==> config.mk <==
export PLATFORM = sky130hd
export DESIGN_NAME = adc_conversion_control
export DESIGN_NICKNAME = d
export VERILOG_FILES = /design/src/adc_ctrl_pkg.sv /design/src/adc_conversion_control.sv /design/src/sar_sequencer.sv
export SDC_FILE = /design/constraint.sdc
export NUM_CORES = 1
export LEC_CHECK = 0
export BUFFER_PORTS_ARGS = -buffer_cell sky130_fd_sc_hd__buf_2
export CORE_UTILIZATION = 47
export CTS_BUF_LIST = sky130_fd_sc_hd__clkbuf_4
export DETAILED_ROUTE_END_ITERATION = 7
export GPL_TIMING_DRIVEN = 1
export PLACE_DENSITY = 0.78
export SLEW_MARGIN = 0
export SYNTH_ARGS = -nofsm -noshare
export SYNTH_HDL_FRONTEND = slang
export SYNTH_SLANG_ARGS = --single-unit
==> constraint.sdc <==
create_clock -name ref_clk -period 2 [get_ports ref_clk]
set_clock_uncertainty 0.1 [all_clocks]
set_input_delay 0.1 -clock ref_clk [delete_from_list [all_inputs] [get_ports ref_clk]]
set_output_delay 0.1 -clock ref_clk [all_outputs]
set_load 0.02 [all_outputs]
==> src/adc_ctrl_pkg.sv <==
// Purpose: Shared constants for the converter control block
// Assumes: AHB-Lite register access, 32-bit words
// Notes: Register offsets are byte addresses
package adc_ctrl_pkg;
  localparam logic [7:0] StatusCtrlOffset = 8'h00;
  localparam logic [7:0] ResultHighOffset = 8'h04;
  localparam logic [7:0] ResultLowOffset = 8'h08;
  localparam logic [7:0] ClockRegOffset = 8'h0c;
  localparam logic [7:0] BreakCtrlOffset = 8'h10;
  localparam int DoneBit = 7;
  localparam int IrqEnBit = 6;
  localparam int ContBit = 5;
  localparam int ChanWidth = 5;
  localparam logic [4:0] ChanOff = 5'h1f;
  localparam logic [4:0] ChanExtLast = 5'h07;
  localparam logic [4:0] ChanAd8 = 5'h18;
  localparam logic [4:0] ChanAd9 = 5'h19;
  localparam logic [4:0] ChanBandgap = 5'h1a;
  localparam logic [4:0] ChanRefHigh = 5'h1d;
  localparam logic [4:0] ChanRefLow = 5'h1e;
  localparam int ModeLsb = 2;
  localparam logic [1:0] Mode10Bit = 2'h1;
  localparam int LongSampleBit = 4;
  localparam int AsyncClkBit = 7;
  localparam int BreakClearBit = 7;
  localparam logic [7:0] StatusCtrlReset = 8'h1f;
  localparam logic [7:0] ClockRegReset = 8'h00;
  localparam int ConvCycles = 16;
  localparam int ShortSampleCycles = 4;
  localparam int LongSampleCycles = 24;
  typedef enum logic [2:0] {
    ConvIdle = 3'b001,
    ConvSample = 3'b010,
    ConvRun = 3'b100
  } conv_state_e;
endpackage

==> src/adc_conversion_control.sv <==
// Purpose: Register and control logic of a 10-bit converter
// Assumes: AHB-Lite slave, single word transfers, one clock
// Notes: Analog path is represented by ports only
`timescale 1ns/1ns
module adc_conversion_control
  import adc_ctrl_pkg::*;
(
  input wire logic ref_clk,
  input wire logic rst,
  input wire logic clkEn,
  input wire logic hsel,
  input wire logic [31:0] haddr,
  input wire logic [1:0] htrans,
  input wire logic hwrite,
  input wire logic [2:0] hsize,
  input wire logic [31:0] hwdata,
  input wire logic hready,
  output logic [31:0] hrdata,
  output logic hreadyout,
  output logic hresp,
  input wire logic breakState,
  input wire logic stopMode,
  input wire logic [9:0] analogIn,
  output logic convIrq,
  output logic [ChanWidth-1:0] channelSel,
  output logic padConnect,
  output logic converterOn
);
  typedef struct packed {
    logic done;
    logic irqEn;
    logic cont;
    logic [ChanWidth-1:0] chan;
    logic [7:0] clkReg;
    logic breakClr;
    logic [9:0] resHold;
    logic lock;
    logic irq;
    logic stopSeen;
    logic wrPend;
    logic rdPend;
    logic [7:0] addr;
    logic [31:0] rdata;
    logic [ChanWidth-1:0] chanOut;
    logic padOut;
    logic convOut;
  } ctrl_s;
  ctrl_s c_reg, c_next;

  logic seqStart;
  logic seqAbort;
  logic seqBusy;
  logic seqDone;
  logic [9:0] seqResult;
  logic ctrlWrite;
  logic clkWrite;
  logic lowRead;
  logic highRead;
  logic clearOk;
  logic stopAbort;
  logic addrPhase;

  function automatic logic chanActive(input logic [ChanWidth-1:0] ch);
    chanActive = ch != ChanOff;
  endfunction

  function automatic logic chanIsPad(input logic [ChanWidth-1:0] ch);
    chanIsPad = ch <= ChanExtLast || ch == ChanAd8 || ch == ChanAd9;
  endfunction

  // ----------------------------------------
  // Bus decode
  // ----------------------------------------
  assign addrPhase = hsel && htrans[1] && hready;
  assign ctrlWrite = c_reg.wrPend && c_reg.addr == StatusCtrlOffset;
  assign clkWrite = c_reg.wrPend && c_reg.addr == ClockRegOffset;
  assign lowRead = c_reg.rdPend && c_reg.addr == ResultLowOffset;
  assign highRead = c_reg.rdPend && c_reg.addr == ResultHighOffset;
  // Protected break: accesses leave status alone
  assign clearOk = !breakState || c_reg.breakClr;
  assign stopAbort = stopMode && !c_reg.clkReg[AsyncClkBit] && !c_reg.stopSeen;

  // status/control register writes naming a channel other than ChanOff, and continuous-mode completions without a stop abort, start the sequencer
  assign seqStart = (ctrlWrite && chanActive(hwdata[ChanWidth-1:0])) ||
                    (seqDone && c_reg.cont && chanActive(c_reg.chan) && !stopAbort);
  assign seqAbort = ctrlWrite || clkWrite || stopAbort;

  sar_sequencer #(.CntWidth(6)) seq (
    .ref_clk(ref_clk),
    .rst(rst),
    .clkEn(clkEn),
    .start(seqStart),
    .abort(seqAbort),
    .longSample(c_reg.clkReg[LongSampleBit]),
    .channel(c_reg.chan),
    .analogIn(analogIn),
    .busy(seqBusy),
    .done(seqDone),
    .result(seqResult)
  );

  // ----------------------------------------
  // Control state
  // ----------------------------------------
  always_comb begin
    c_next = c_reg;
    c_next.wrPend = addrPhase && hwrite;
    c_next.rdPend = addrPhase && !hwrite;
    if (addrPhase) begin
      c_next.addr = haddr[7:0];
    end
    if (ctrlWrite) begin
      c_next.irqEn = hwdata[IrqEnBit];
      c_next.cont = hwdata[ContBit];
      c_next.chan = hwdata[ChanWidth-1:0];
      c_next.stopSeen = 1'b0;
      if (clearOk) begin
        c_next.done = 1'b0;
        c_next.irq = 1'b0;
      end
    end
    if (clkWrite) begin
      c_next.clkReg = hwdata[7:0];
      c_next.cont = 1'b0;
    end
    if (c_reg.wrPend && c_reg.addr == BreakCtrlOffset) begin
      c_next.breakClr = hwdata[BreakClearBit];
    end
    if (lowRead && clearOk) begin
      c_next.done = 1'b0;
      c_next.irq = 1'b0;
      c_next.lock = 1'b0;
    end
    if (highRead && clearOk) begin
      c_next.irq = 1'b0;
      if (c_reg.clkReg[ModeLsb+:2] == Mode10Bit) begin
        c_next.lock = 1'b1;
      end
    end
    if (stopAbort) begin
      c_next.cont = 1'b0;
      c_next.stopSeen = 1'b1;
    end
    if (!stopMode) begin
      c_next.stopSeen = 1'b0;
    end
    // Set wins over any clear in the same cycle
    if (seqDone) begin
      c_next.done = 1'b1;
      c_next.irq = c_reg.irqEn;
      if (!c_reg.lock) begin
        c_next.resHold = seqResult;
      end
    end
    c_next.rdata = 32'h0000_0000;
    if (addrPhase && !hwrite) begin
      unique case (haddr[7:0])
        StatusCtrlOffset: c_next.rdata = {24'h000000, c_reg.done, c_reg.irqEn,
                                          c_reg.cont, c_reg.chan};
        ResultHighOffset: c_next.rdata = (c_reg.clkReg[ModeLsb+:2] == Mode10Bit) ?
                                         {30'h0, c_reg.resHold[9:8]} :
                                         {24'h000000, c_reg.resHold[9:2]};
        ResultLowOffset: c_next.rdata = {24'h000000, c_reg.resHold[7:0]};
        ClockRegOffset: c_next.rdata = {24'h000000, c_reg.clkReg};
        BreakCtrlOffset: c_next.rdata = {24'h000000, c_reg.breakClr, 7'h00};
        default: c_next.rdata = 32'h0000_0000;
      endcase
    end
    c_next.chanOut = c_next.chan;
    c_next.convOut = seqStart || (seqBusy && !seqAbort && !seqDone);
    c_next.padOut = chanActive(c_next.chan) && chanIsPad(c_next.chan) &&
                    !(stopMode && !c_reg.clkReg[AsyncClkBit]);
  end

  always_ff @(posedge ref_clk or posedge rst) begin
    if (rst) begin
      c_reg <= '0;
      c_reg.chan <= StatusCtrlReset[ChanWidth-1:0];
      c_reg.chanOut <= StatusCtrlReset[ChanWidth-1:0];
      c_reg.clkReg <= ClockRegReset;
    end else if (clkEn) begin
      c_reg <= c_next;
    end
  end

  assign hrdata = c_reg.rdata;
  assign hreadyout = 1'b1;
  assign hresp = 1'b0;
  assign convIrq = c_reg.irq;
  assign channelSel = c_reg.chanOut;
  assign padConnect = c_reg.padOut;
  assign converterOn = c_reg.convOut;

  // ----------------------------------------
  // Checks
  // ----------------------------------------
  done_sets_flag_a: assert property (@(posedge ref_clk) disable iff (rst)
    clkEn && seqDone |=> c_reg.done) else $error("done flag not set");
  write_clears_done_a: assert property (@(posedge ref_clk) disable iff (rst)
    clkEn && ctrlWrite && !breakState && !seqDone |=> !c_reg.done)
    else $error("write did not clear done");
  break_protects_a: assert property (@(posedge ref_clk) disable iff (rst)
    clkEn && breakState && !c_reg.breakClr && !seqDone |=> c_reg.done == $past(c_reg.done))
    else $error("status changed in protected break");
  irq_follows_en_a: assert property (@(posedge ref_clk) disable iff (rst)
    clkEn && seqDone |=> convIrq == $past(c_reg.irqEn)) else $error("irq mismatch");
  write_starts_a: assert property (@(posedge ref_clk) disable iff (rst)
    clkEn && ctrlWrite && hwdata[4:0] != ChanOff |-> seqStart)
    else $error("write did not start conversion");
  off_no_start_a: assert property (@(posedge ref_clk) disable iff (rst)
    clkEn && ctrlWrite && hwdata[4:0] == ChanOff |=> !converterOn)
    else $error("all-ones code started conversion");
  stop_cancels_a: assert property (@(posedge ref_clk) disable iff (rst)
    clkEn && stopAbort |=> !c_reg.cont && !seqBusy) else $error("stop did not abort");
  lock_holds_a: assert property (@(posedge ref_clk) disable iff (rst)
    clkEn && c_reg.lock |=> c_reg.resHold == $past(c_reg.resHold))
    else $error("locked result changed");
endmodule

==> src/sar_sequencer.sv <==
// Purpose: Sample and conversion timing counter
// Assumes: One converter clock per enabled bus cycle
// Notes: Result is analogIn, or zero for channels between ChanExtLast and ChanAd8
`timescale 1ns/1ns
module sar_sequencer
  import adc_ctrl_pkg::*;
#(
  parameter int CntWidth = 6
) (
  input wire logic ref_clk,
  input wire logic rst,
  input wire logic clkEn,
  input wire logic start,
  input wire logic abort,
  input wire logic longSample,
  input wire logic [ChanWidth-1:0] channel,
  input wire logic [9:0] analogIn,
  output logic busy,
  output logic done,
  output logic [9:0] result
);
  typedef struct packed {
    conv_state_e state;
    logic [CntWidth-1:0] cnt;
    logic doneP;
    logic [9:0] res;
  } seq_s;
  seq_s s_reg, s_next;

  // ----------------------------------------
  // Sequencing
  // ----------------------------------------
  always_comb begin
    s_next = s_reg;
    s_next.doneP = 1'b0;
    unique case (s_reg.state)
      ConvIdle: begin
        s_next.cnt = '0;
      end
      ConvSample: begin
        s_next.cnt = s_reg.cnt + 1'b1;
        if (s_reg.cnt == CntWidth'(longSample ? LongSampleCycles - 1 : ShortSampleCycles - 1)) begin
          s_next.state = ConvRun;
          s_next.cnt = '0;
        end
      end
      ConvRun: begin
        s_next.cnt = s_reg.cnt + 1'b1;
        if (s_reg.cnt == CntWidth'(ConvCycles - 1)) begin
          s_next.state = ConvIdle;
          s_next.doneP = 1'b1;
          s_next.res = (channel > ChanExtLast && channel < ChanAd8) ? 10'h000 : analogIn;
        end
      end
    endcase
    if (abort) begin
      s_next.state = ConvIdle;
      s_next.doneP = 1'b0;
    end
    if (start) begin
      s_next.state = ConvSample;
      s_next.cnt = '0;
    end
  end

  always_ff @(posedge ref_clk or posedge rst) begin
    if (rst) begin
      s_reg <= '{state: ConvIdle, cnt: '0, doneP: 1'b0, res: 10'h000};
    end else if (clkEn) begin
      s_reg <= s_next;
    end
  end

  assign busy = s_reg.state != ConvIdle;
  assign done = s_reg.doneP;
  assign result = s_reg.res;

  idle_after_done_a: assert property (@(posedge ref_clk) disable iff (rst)
    clkEn && s_reg.doneP |-> s_reg.state == ConvIdle || $past(start))
    else $error("converter not idle after completion");
endmodule

==> metrics.json, run 1 <==
{
  "place.port_buffers": {"value": 50},
  "holdCritPathClass": {"value": "input pin to flop"},
  "worstSetupEndpointType": {"value": "flop"},
  "clock_tree_buf_depth": {"value": 2},
  "power.switching_fraction": {"value": 0.2980},
  "p_int": {"value": 2.121, "unit": "mW"},
  "grt-ovfl-total": {"value": 0},
  "period_needed": {"value": 2.317, "unit": "ns"},
  "clock_tree.root_cell": {"value": "clkbuf_4"},
  "antenna-diode-count": {"value": 0},
  "asyncSetResetFlopFracSynth": {"value": 1.000},
  "ys.warnings.count": {"value": 0},
  "post-synth-top-count-cell": {"value": "dfrtp_1"},
  "drt-met1-wl": {"value": 3644, "unit": "um"},
  "yosysSeqAreaShare": {"value": 0.4774},
  "die-area": {"value": 8198, "unit": "sq um"},
  "areaGrowthSynthToFinish": {"value": 25.94, "unit": "%"},
  "pwr-share-clk": {"value": 0.314},
  "r2r-end": {"value": "c_reg[69]"},
  "fp-row-count": {"value": 31},
  "post-synth-top-area-cell": {"value": "dfrtp_1"},
  "die_w": {"value": 90.55, "unit": "um"},
  "netlist_area": {"value": 3685, "unit": "sq um"},
  "clkLatencyLatePin": {"value": 0.41, "unit": "ns"},
  "worst-r2r-setup-slack": {"value": -0.32, "unit": "ns"},
  "finalSetupViolCount": {"value": 31},
  "netlist_top_cells_area": {"value": "dfrtp_1, mux2_2, buf_4, dfstp_2, nand2_1"},
  "max_freq": {"value": 431.5, "unit": "MHz"},
  "place.gp.congestion": {"value": 0.8562},
  "criticalPathCategory": {"value": "flop to flop"},
  "floorplan.core_area": {"value": 7408, "unit": "sq um"},
  "synth.distinct_cells": {"value": 56},
  "dr_wl_met3": {"value": 466, "unit": "um"},
  "synth_common_cells": {"value": "dfrtp_1, buf_4, mux2_2, nand2_1, o21ai_0"},
  "tightest_pin_transition": {"value": 0.8335, "unit": "ns"},
  "synth_edf_count": {"value": 0},
  "die_height": {"value": 90.55, "unit": "um"},
  "vdd_drop_max": {"value": 0.3846, "unit": "mV"},
  "nets": {"value": 525},
  "timing.final.hold_violations": {"value": 0},
  "drt_pre_antenna_iters": {"value": 4},
  "power-per-cell-area": {"value": 651.2, "unit": "nW/um^2"},
  "design_power_total": {"value": 3.022, "unit": "mW"},
  "htree_num_levels": {"value": 3},
  "synth_largest_type_area_fraction": {"value": 0.4346},
  "yosys_register_bits": {"value": 70},
  "detail_route.iter0.violations": {"value": 217},
  "wl_met2": {"value": 4290, "unit": "um"},
  "postSynth.topFlopCell": {"value": "dfrtp_1"},
  "grt.total_usage": {"value": 0.2226},
  "worst_r2r_path_depth": {"value": 6},
  "largest_register_ffs": {"value": 34},
  "setup_total_negative_slack": {"value": -5.883, "unit": "ns"},
  "post-route-period-util": {"value": 1.159},
  "hold_ep": {"value": "c_reg[47]"},
  "timing.final.ws_setup": {"value": -0.3173, "unit": "ns"},
  "post-route-drc-count": {"value": 0},
  "syn_avg_cell_area": {"value": 10.71, "unit": "sq um"},
  "postSynthCellCount": {"value": 344},
  "clkTransAtPathRegs": {"value": 0.12, "unit": "ns"},
  "effective_utilization_at_floorplan": {"value": 0.4974},
  "dpl.cell_count": {"value": 491},
  "hold_start": {"value": "hready"},
  "final_wirelength": {"value": 8753, "unit": "um"},
  "rr_startpoint": {"value": "c_reg[40]"},
  "p_seq_frac": {"value": 0.520},
  "hpwlAfterDp": {"value": 5881, "unit": "um"},
  "cts_tree": {"value": "yes"},
  "post_drt_via_cell_ratio": {"value": 5.447},
  "numCtsBuffers": {"value": 9},
  "final_antenna_net_count": {"value": 0},
  "layout.filler_cells": {"value": 593},
  "finalMaxSlewViolations": {"value": 0},
  "layout-drive-gt1-share": {"value": 0.3710},
  "post_drt_wl_per_cell": {"value": 16.18, "unit": "um"},
  "detailroute.via_count": {"value": 2947},
  "hold_path_depth": {"value": 4},
  "slew_headroom": {"value": 0.4403},
  "cp_max_fo": {"value": 8},
  "highest_layer": {"value": "met4"},
  "first_global_vias": {"value": 2937},
  "cp.arrival": {"value": 2.51, "unit": "ns"},
  "combPwrFrac": {"value": 0.166},
  "leakage": {"value": 2.170, "unit": "nW"},
  "rsz0062_at_grt": {"value": "yes"},
  "grt_max_degree": {"value": 26},
  "maxCapViolations": {"value": 0},
  "p_switching": {"value": 900.7, "unit": "uW"},
  "worstPathRequired": {"value": 2.20, "unit": "ns"},
  "number_of_antenna_violations_at_the_first_check_in_global_routing": {"value": 0},
  "cp_startpoint_kind": {"value": "flop"},
  "violations": {"value": "setup timing"},
  "layout.cells.non_filler": {"value": 541},
  "grt_first_pass_wirelength": {"value": 14180, "unit": "um"},
  "floorplan.io_pins": {"value": 129},
  "tritoncts_num_sinks": {"value": 70},
  "run_status": {"value": "finished, violations left"}
}
## logic make-up after synthesis
group,Yosys count,synth area share
xor gates and xnor gates,2,0.004755
buffers and inverters,63,0.1063
DFF,70,0.4774
other,2,0.002038
AOI/OAI and AO/OA,68,0.1328
muxes,43,0.1355
and+or+nand+nor,95,0.1379
adders and majority gates,1,0.003395
## worst max path at each step
stage                          from        end  slack, ns  depth (start not counted)
final                     c_reg[40]  c_reg[69]      -0.32                          6
after global routing      c_reg[40]  c_reg[69]      -0.38                          6
after global placement    c_reg[40]  c_reg[63]      -0.25                          6
after floorplan           c_reg[40]  c_reg[63]      -0.22                          6
after CTS                 c_reg[40]  c_reg[69]      -0.27                          6
after detailed placement  c_reg[40]  c_reg[65]      -0.29                          6
## power groups by stage
stage	clock [mW]	sequential [mW]	combinational [mW]
finish	0.949	1.57	0.502
detailed placement	0	1.58	0.408
global placement	0	1.58	0.401
global route	1.04	1.58	0.545
CTS	0.967	1.56	0.479
floorplan	0	1.58	0.305
## area by class of cell
cell class | instances | area (sq um) | share of cell area
Clock buffer | 9 | 67.56 | 0.01456
Clock inverter | 7 | 78.83 | 0.01699
Inverter | 10 | 37.54 | 0.008088
Multi-Input combinational cell | 235 | 1760 | 0.3793
Sequential cell | 70 | 1759 | 0.3791
Tap cell | 99 | 123.9 | 0.02669
Timing Repair Buffer | 111 | 813.3 | 0.1752
## cell usage in the layout, fill, tap and decap left out, drive strengths merged, types with 3 or more instances in the layout
cell and count:
a22o 4, a22oi 5, a31oi 5, a32o 4
buf 82, clkbuf 9, clkinvlp 3, conb 26
dfrtp 64, dfstp 6, dlygate4sd3 29, inv 13
mux2 35, mux2i 6, nand2 34, nand2b 3
nand3 16, nand4 4, nor2 11, nor2b 3
nor3 6, nor4 4, o21ai 23, o2bb2ai 10
or3 3
## per-stage QoR
stage                     utilization  hold slack (ns)  setup WS, ns  instance area [sq um]
after floorplan                     -          0.09640       -0.2167                   3775
after global placement         0.5430          0.07724       -0.2503                   4023
after detailed placement       0.5430          0.08981       -0.2868                   4023
after CTS                      0.6171          -0.1761       -0.2650                   4572
after global routing           0.6264          0.08754       -0.3791                   4641
final                          0.6264           0.1003       -0.3173                   4641
## layer usage
metal | vias to the layer above | global-route usage
met3 | 37 | 0.03788
met2 | 118 | 0.3573
met5 | - | 0
met4 | 0 | 0.1196
li1 | 1371 | -
met1 | 1421 | 0.2871
## critical path: stages (launching register included)
cell and delay (ns):
dfrtp_1 0.40, or4_4 0.53, or3_4 0.37, nor2_4 0.11, and4_1 0.22, buf_6 0.15, mux2_2 0.33
## repair_timing
action | in CTS | in global routing
setup endpoints to repair | 31 | 42
hold buffers | 28 | 1
hold endpoints to repair | 62 | 2
setup buffers | 4 | 4
resized for setup | 21 | 11
pin swaps | 6 | 9
Note: power is estimated with default switching activity, not from simulation.
==> run 2, diff against run 1 <==
Settings changed: CORE_UTILIZATION 47 to 48, SYNTH_HIERARCHICAL set to 1.
==> metrics.json, run 2 <==
{
  "areaGrowthSynthToFinish": {"value": 19.44, "unit": "%"},
  "antenna-diode-count": {"value": 0, "change": "unchanged"},
  "largest_register_ffs": {"value": 34, "change": "unchanged"},
  "maxCapViolations": {"value": 0, "change": "unchanged"},
  "power-per-cell-area": {"value": 674.3, "unit": "nW/um^2", "change": "+3.5%"},
  "die_height": {"value": 92.29, "unit": "um", "change": "+1.9%"},
  "finalMaxSlewViolations": {"value": 0, "change": "unchanged"},
  "run_status": {"value": "finished, violations left"},
  "syn_avg_cell_area": {"value": 10.52, "unit": "sq um", "change": "-1.8%"},
  "post_drt_via_cell_ratio": {"value": 5.195, "change": "-4.6%"},
  "finalSetupViolCount": {"value": 2, "change": "-94%"},
  "yosys_register_bits": {"value": 70, "change": "unchanged"},
  "effective_utilization_at_floorplan": {"value": 0.5011, "change": "+0.003740"},
  "postSynth.topFlopCell": {"value": "dfrtp_1"},
  "hold_path_depth": {"value": 5, "change": "+1"},
  "setup.worst_path.start": {"value": "channelSel[0]"},
  "synth.distinct_cells": {"value": 60, "change": "+7.1%"},
  "die_w": {"value": 92.29, "unit": "um", "change": "+1.9%"},
  "fp-row-count": {"value": 32, "change": "+3.2%"},
  "post_drt_wl_per_cell": {"value": 14.92, "unit": "um", "change": "-7.8%"},
  "final_wirelength": {"value": 8278, "unit": "um", "change": "-5.4%"},
  "place.port_buffers": {"value": 50, "change": "unchanged"},
  "post-route-period-util": {"value": 1.030, "change": "-0.1288"},
  "cp.arrival": {"value": 2.27, "unit": "ns", "change": "-0.24 ns"},
  "netlist_top_cells_area": {"value": "dfrtp_1, buf_4, mux2_2, dfstp_2, nand2_1"},
  "number_of_antenna_violations_at_the_first_check_in_global_routing": {"value": 0, "change": "unchanged"},
  "setup_total_negative_slack": {"value": -0.07850, "unit": "ns", "change": "+5.805 ns"},
  "grt_max_degree": {"value": 30, "change": "+15%"},
  "netlist_area": {"value": 3913, "unit": "sq um", "change": "+6.2%"},
  "rsz0062_at_grt": {"value": "yes"},
  "detail_route.iter0.violations": {"value": 65, "change": "-70%"},
  "nets": {"value": 536, "change": "+2.1%"},
  "tightest_pin_transition": {"value": 0.8398, "unit": "ns", "change": "+0.006220 ns"},
  "r2r-end": {"value": "seq/s_reg[19]"},
  "numCtsBuffers": {"value": 9, "change": "unchanged"},
  "timing.final.hold_violations": {"value": 0, "change": "unchanged"},
  "vdd_drop_max": {"value": 0.3743, "unit": "mV", "change": "-2.7%"},
  "clkLatencyLatePin": {"value": 0.43, "unit": "ns", "change": "+0.02 ns"},
  "max_freq": {"value": 485.5, "unit": "MHz", "change": "+13%"},
  "combPwrFrac": {"value": 0.193, "change": "+0.027"},
  "leakage": {"value": 2.159, "unit": "nW", "change": "-0.50%"},
  "rr_startpoint": {"value": "channelSel[0]"},
  "synth_common_cells": {"value": "dfrtp_1, buf_4, nand2_1, mux2_2, inv_1"},
  "worst_hold_slack": {"value": 0.08341, "unit": "ns", "change": "-0.01689 ns"},
  "clkTransAtPathRegs": {"value": 0.12, "unit": "ns", "change": "about the same"},
  "place.gp.congestion": {"value": 0.8102, "change": "-5.4%"},
  "post-route-drc-count": {"value": 0, "change": "unchanged"},
  "timing.final.ws_setup": {"value": -0.05981, "unit": "ns", "change": "+0.2575 ns"},
  "asyncSetResetFlopFracSynth": {"value": 1.000, "change": "unchanged"},
  "period_needed": {"value": 2.060, "unit": "ns", "change": "-0.2575 ns"},
  "synth_largest_type_area_fraction": {"value": 0.4093, "change": "-0.02530"},
  "grt_first_pass_wirelength": {"value": 13520, "unit": "um", "change": "-4.6%"},
  "detailroute.via_count": {"value": 2883, "change": "-2.2%"},
  "p_seq_frac": {"value": 0.512, "change": "-0.008"},
  "p_switching": {"value": 938.6, "unit": "uW", "change": "+4.2%"},
  "slew_headroom": {"value": 0.4361, "change": "-0.004177"},
  "post-synth-top-area-cell": {"value": "dfrtp_1"},
  "final_core_util": {"value": 0.5986, "change": "-0.02786"},
  "cp_startpoint_kind": {"value": "flop"},
  "first_global_vias": {"value": 2846, "change": "-3.1%"},
  "post-synth-top-count-cell": {"value": "dfrtp_1"},
  "clock_tree.root_cell": {"value": "clkbuf_4"},
  "worst_r2r_path_depth": {"value": 7, "change": "+1"},
  "yosysSeqAreaShare": {"value": 0.4496, "change": "-0.02779"},
  "worst-r2r-setup-slack": {"value": -0.06, "unit": "ns", "change": "+0.26 ns"},
  "floorplan.core_area": {"value": 7807, "unit": "sq um", "change": "+5.4%"},
  "endpoint": {"value": "seq/s_reg[19]"},
  "p_int": {"value": 2.212, "unit": "mW", "change": "+4.3%"},
  "cp_max_fo": {"value": 3, "change": "-5"},
  "final_cell_area": {"value": 4673, "unit": "sq um", "change": "+0.70%"},
  "postSynthCellCount": {"value": 372, "change": "+8.1%"},
  "hpwlAfterDp": {"value": 5841, "unit": "um", "change": "-0.69%"},
  "pwr-share-clk": {"value": 0.295, "change": "-0.019"},
  "layout-drive-gt1-share": {"value": 0.3775, "change": "+0.006443"},
  "mostFrequentLayoutCell": {"value": "dfrtp_1"},
  "cts_tree": {"value": "yes"},
  "worstPathRequired": {"value": 2.21, "unit": "ns", "change": "about the same"},
  "grt.total_usage": {"value": 0.2069, "change": "-0.01573"},
  "clock_tree_buf_depth": {"value": 2, "change": "unchanged"},
  "holdCritPathClass": {"value": "input pin to flop"},
  "die-area": {"value": 8517, "unit": "sq um", "change": "+3.9%"},
  "violations": {"value": "setup timing"},
  "criticalPathCategory": {"value": "flop to flop"},
  "power.switching_fraction": {"value": 0.2979, "change": "about the same"},
  "placement.cell_area": {"value": 4138, "unit": "sq um", "change": "+2.9%"},
  "floorplan.io_pins": {"value": 129, "change": "unchanged"},
  "tritoncts_num_sinks": {"value": 70, "change": "unchanged"},
  "final_antenna_net_count": {"value": 0, "change": "unchanged"},
  "synth_edf_count": {"value": 0, "change": "unchanged"},
  "most-common-layout-cells": {"value": "dfrtp_1, buf_2, nand2_1"},
  "grt-ovfl-total": {"value": 0, "change": "unchanged"},
  "worstSetupEndpointType": {"value": "flop"},
  "htree_num_levels": {"value": 3, "change": "unchanged"},
  "drt_pre_antenna_iters": {"value": 4, "change": "unchanged"},
  "dp_slack": {"value": -0.06661, "unit": "ns", "change": "+0.2202 ns"},
  "ys.warnings.count": {"value": 6, "change": "+6"}
}
run 2: changes by cell type after synthesis, moves of 9 or more:
cell       before  now
buf_4          39   50
inv_1          10   27
nand3_1        16    7
o22ai_1         2   13
o21ai_0        21   12
o2bb2ai_1      10    1
run 2: power groups by stage:
| stage | Sequential [mW] | Clock [mW] | Combinational [mW] |
|---|---|---|---|
| 4_1_cts | 1.61 | 0.946 | 0.594 |
| 2_1_floorplan | 1.63 | 0 | 0.404 |
| 5_1_grt | 1.62 | 1.02 | 0.660 |
| 3_5_place_dp | 1.63 | 0 | 0.541 |
| 6_report | 1.61 | 0.931 | 0.607 |
| 3_3_place_gp | 1.62 | 0 | 0.527 |
run 2: how the worst min path moves through the flow:
stage	startpoint	endpoint	slack, ns
after global placement	rst	c_reg[76]	0.09
final	breakState	c_reg[78]	0.08
after detailed placement	rst	c_reg[59]	0.09
after CTS	breakState	c_reg[78]	0.06
after global routing	breakState	c_reg[78]	0.10
after floorplan	rst	seq/done	-0.04
run 2: layer usage:
metal  GRT usage  wire (um)  part of all wire
met5           0          0                 0
met4     0.08464         84             0.010
met3     0.03234        320             0.039
met2      0.3526       4211              0.51
met1      0.2617       3661              0.44
run 2: final cells by class:
class                   instances  area [sq um]
clock buffers                  11         82.58
clock inverters                 5         61.31
fillers                       665          3134
inverters                      27         101.3
multi-input cells             233          1768
flip-flops and latches         70          1760
well taps                     102         127.6
repair buffers                107         772.0
run 2: through the flow:
stage,total power [mW],cells
global placement,2.149,508
CTS,3.150,554
detailed placement,2.172,508
finish,3.151,555
global route,3.303,555
floorplan,2.030,396
run 2: logic make-up after synthesis:
family | Yosys count | synth area share
other cells | 2 | 0.001919
compound gates | 68 | 0.1183
xor+xnor | 5 | 0.01119
flops | 70 | 0.4496
mux | 45 | 0.1350
buf+inv | 93 | 0.1439
simple gates | 88 | 0.1369
fa+ha+maj | 1 | 0.003197
run 2: worst max-delay path, cell delays in order, from the launching register on:
cell and delay [ns]:
dfstp_2 0.57, and4_4 0.23, a211oi_4 0.07, a21oi_4 0.15, inv_2 0.06, a2111o_1 0.35
nand2_2 0.12, mux2_4 0.30
run 2: what timing repair did:
| action | CTS | global route |
|---|---|---|
| pin swaps | 1 | 10 |
| endpoints found under the hold margin | 94 | 0 |
| endpoints found under the setup margin | 8 | 10 |
| hold buffers | 28 | 0 |
| gates resized for setup | 8 | 11 |
| setup buffers | 2 | 1 |
==> run 3, diff against run 2 <==
==> constraint.sdc (replaced) <==
create_clock -name ref_clk -period 2 [get_ports ref_clk]
set_clock_uncertainty 0.1 [all_clocks]
set_input_delay 0.2 -clock ref_clk [delete_from_list [all_inputs] [get_ports ref_clk]]
set_output_delay 0.2 -clock ref_clk [all_outputs]
set_load 0.02 [all_outputs]
==> metrics.json, run 3 (synthesis gave the netlist of run 2 again) <==
{
  "cp_slowest_cell": {"value": "dfstp_2"},
  "grt_max_degree": {"value": 30, "change": "unchanged"},
  "finalMaxSlewViolations": {"value": 0, "change": "unchanged"},
  "dpl.cell_count": {"value": 508, "change": "unchanged"},
  "clock_tree.root_cell": {"value": "clkbuf_4"},
  "grt.total_usage": {"value": 0.2052, "change": "-0.001675"},
  "max_stage_delay": {"value": 0.55, "unit": "ns", "change": "-0.02 ns"},
  "place.gp.congestion": {"value": 0.8107, "change": "about the same"},
  "worstPathRequired": {"value": 2.21, "unit": "ns", "change": "about the same"},
  "fp-row-count": {"value": 32, "change": "unchanged"},
  "post_drt_wl_per_cell": {"value": 14.71, "unit": "um", "change": "-1.4%"},
  "detail_route.iter0.violations": {"value": 142, "change": "+120%"},
  "final_wirelength": {"value": 8119, "unit": "um", "change": "-1.9%"},
  "violations": {"value": "setup timing"},
  "cp.arrival": {"value": 2.26, "unit": "ns", "change": "about the same"},
  "timing.final.hold_violations": {"value": 0, "change": "unchanged"},
  "htree_num_levels": {"value": 3, "change": "unchanged"},
  "timing.final.ws_setup": {"value": -0.05574, "unit": "ns", "change": "+0.004069 ns"},
  "final_antenna_net_count": {"value": 0, "change": "unchanged"},
  "cp_startpoint_kind": {"value": "flop"},
  "cp_max_fo": {"value": 3, "change": "unchanged"},
  "number_of_antenna_violations_at_the_first_check_in_global_routing": {"value": 0, "change": "unchanged"},
  "max_freq": {"value": 486.4, "unit": "MHz", "change": "+0.20%"},
  "number_of_logic_stages_on_the_critical_path_including_buffering": {"value": 7, "change": "unchanged"},
  "largest_register_ffs": {"value": 34, "change": "unchanged"},
  "effective_utilization_at_floorplan": {"value": 0.5011, "change": "unchanged"},
  "power-per-cell-area": {"value": 714.0, "unit": "nW/um^2", "change": "+5.9%"},
  "mostFrequentLayoutCell": {"value": "dfrtp_1"},
  "die_w": {"value": 92.29, "unit": "um", "change": "unchanged"},
  "holdCritPathClass": {"value": "input pin to flop"},
  "post_drt_via_cell_ratio": {"value": 5.217, "change": "+0.44%"},
  "setup.worst_path.start": {"value": "channelSel[3]"},
  "nets": {"value": 533, "change": "-0.56%"},
  "rsz0062_at_grt": {"value": "yes"},
  "worstSetupEndpointType": {"value": "flop"},
  "setup_total_negative_slack": {"value": -0.07146, "unit": "ns", "change": "+0.007045 ns"},
  "place.port_buffers": {"value": 50, "change": "unchanged"},
  "hold_path_depth": {"value": 4, "change": "-1"},
  "clkTransAtPathRegs": {"value": 0.12, "unit": "ns", "change": "about the same"},
  "numCtsBuffers": {"value": 9, "change": "unchanged"},
  "antenna-diode-count": {"value": 0, "change": "unchanged"},
  "maxCapViolations": {"value": 0, "change": "unchanged"},
  "clkLatencyLatePin": {"value": 0.42, "unit": "ns", "change": "about the same"},
  "layout.filler_cells": {"value": 650, "change": "-2.3%"},
  "tightest_pin_transition": {"value": 0.8358, "unit": "ns", "change": "-0.003933 ns"},
  "timing.critical_path.max_delay_family": {"value": "compound AO/OA/AOI/OAI gates"},
  "detailroute.via_count": {"value": 2880, "change": "-0.10%"},
  "floorplan.io_pins": {"value": 129, "change": "unchanged"},
  "layout.cells.non_filler": {"value": 552, "change": "-0.54%"},
  "slew_headroom": {"value": 0.4388, "change": "+0.002640"},
  "areaGrowthSynthToFinish": {"value": 19.25, "unit": "%"},
  "cts_tree": {"value": "yes"},
  "hold_start": {"value": "stopMode"},
  "period_needed": {"value": 2.056, "unit": "ns", "change": "-0.004069 ns"},
  "critical_path_buf_inv_count": {"value": 1, "change": "unchanged"},
  "grt_first_pass_wirelength": {"value": 13510, "unit": "um", "change": "-0.10%"},
  "worstPathCellList": {"value": "and4_4 > a211oi_2 > a21oi_2 > inv_2 > a2111o_1 > nand2_2 > mux2_4"},
  "most-common-layout-cells": {"value": "dfrtp_1, buf_2, nand2_1"},
  "worst_r2r_path_depth": {"value": 7, "change": "unchanged"},
  "finalSetupViolCount": {"value": 2, "change": "unchanged"},
  "leakage": {"value": 2.161, "unit": "nW", "change": "+0.10%"},
  "grt-ovfl-total": {"value": 0, "change": "unchanged"},
  "layout-drive-gt1-share": {"value": 0.3667, "change": "-0.01082"},
  "die-area": {"value": 8517, "unit": "sq um", "change": "unchanged"},
  "criticalPathCategory": {"value": "flop to flop"},
  "first_global_vias": {"value": 2772, "change": "-2.6%"},
  "clock_tree_buf_depth": {"value": 2, "change": "unchanged"},
  "run_status": {"value": "finished, violations left"},
  "post-route-period-util": {"value": 1.028, "change": "-0.002034"},
  "rr_startpoint": {"value": "channelSel[3]"},
  "die_height": {"value": 92.29, "unit": "um", "change": "unchanged"},
  "hpwlAfterDp": {"value": 5773, "unit": "um", "change": "-1.2%"},
  "vdd_drop_max": {"value": 0.4951, "unit": "mV", "change": "+32%"},
  "post-route-drc-count": {"value": 0, "change": "unchanged"},
  "floorplan.core_area": {"value": 7807, "unit": "sq um", "change": "unchanged"},
  "drt_pre_antenna_iters": {"value": 4, "change": "unchanged"},
  "tritoncts_num_sinks": {"value": 70, "change": "unchanged"}
}
-- run 3: changes by cell type in the layout (fill, tap and decap cells not counted), moves of 2 or more --
cell	previous run	this run
dlygate4sd3_1	28	26
buf_6	3	1
clkbuf_4	11	9
clkinv_1	0	2
bufinv_16	1	3
-- run 3: worst reg2reg max path: stages, from the launching register on --
cell	delay (ns)
dfstp_2	0.55
and4_4	0.23
a211oi_2	0.07
a21oi_2	0.18
inv_2	0.05
a2111o_1	0.35
nand2_2	0.11
mux2_4	0.30
-- run 3: timing repair --
action                                  4_1_cts  5_1_grt
pin swaps                                     1        2
gates resized for setup                       5        8
hold buffers                                 26        0
endpoints found under the hold margin        73        0
endpoints found under the setup margin        8        8
setup buffers                                 2        0
-- run 3: layout make-up --
type,instances,area [sq um],share of cell area
Tap cell,102,127.6,0.02735
Clock buffer,9,67.56,0.01448
Multi-Input combinational cell,233,1748,0.3746
Timing Repair Buffer,104,749.5,0.1606
Clock inverter,7,112.6,0.02414
Inverter,27,101.3,0.02172
Sequential cell,70,1759,0.3770
-- run 3: path summary, 6_finish.rpt --
check / end / slack [ns]
max reg2reg: seq/s_reg[19] / -0.06
max: seq/s_reg[19] / -0.06
min: padConnect / 0.07
max in group asynchronous: seq/done / 0.97
min in group asynchronous: c_reg[56] / 0.28
min reg2reg: seq/result[2] / 0.40
-- run 3: through the flow --
step           utilization  total power, mW  hold WS, ns  area [sq um]  worst slack, ns
2_1_floorplan            -            2.030      0.06309          4016         0.009436
3_3_place_gp        0.5316            2.152       0.1848          4150         -0.03753
3_5_place_dp        0.5316            2.170       0.1887          4150         -0.07201
4_1_cts             0.5925            3.348      0.04448          4626         -0.05760
5_1_grt             0.5976            3.477       0.1037          4666          -0.1128
6_report            0.5976            3.331      0.07017          4666         -0.05574
-- run 3: metal layers --
layer	GRT usage	wire length, um
met2	0.3364	4064
met4	0.07161	81
met3	0.03814	381
met1	0.2723	3591
met5	0	0
-- run 3: power breakdown --
group / switching, mW / internal (mW)
combinational: 0.316 / 0.275
sequential: 0.0865 / 1.52
clock: 0.511 / 0.624
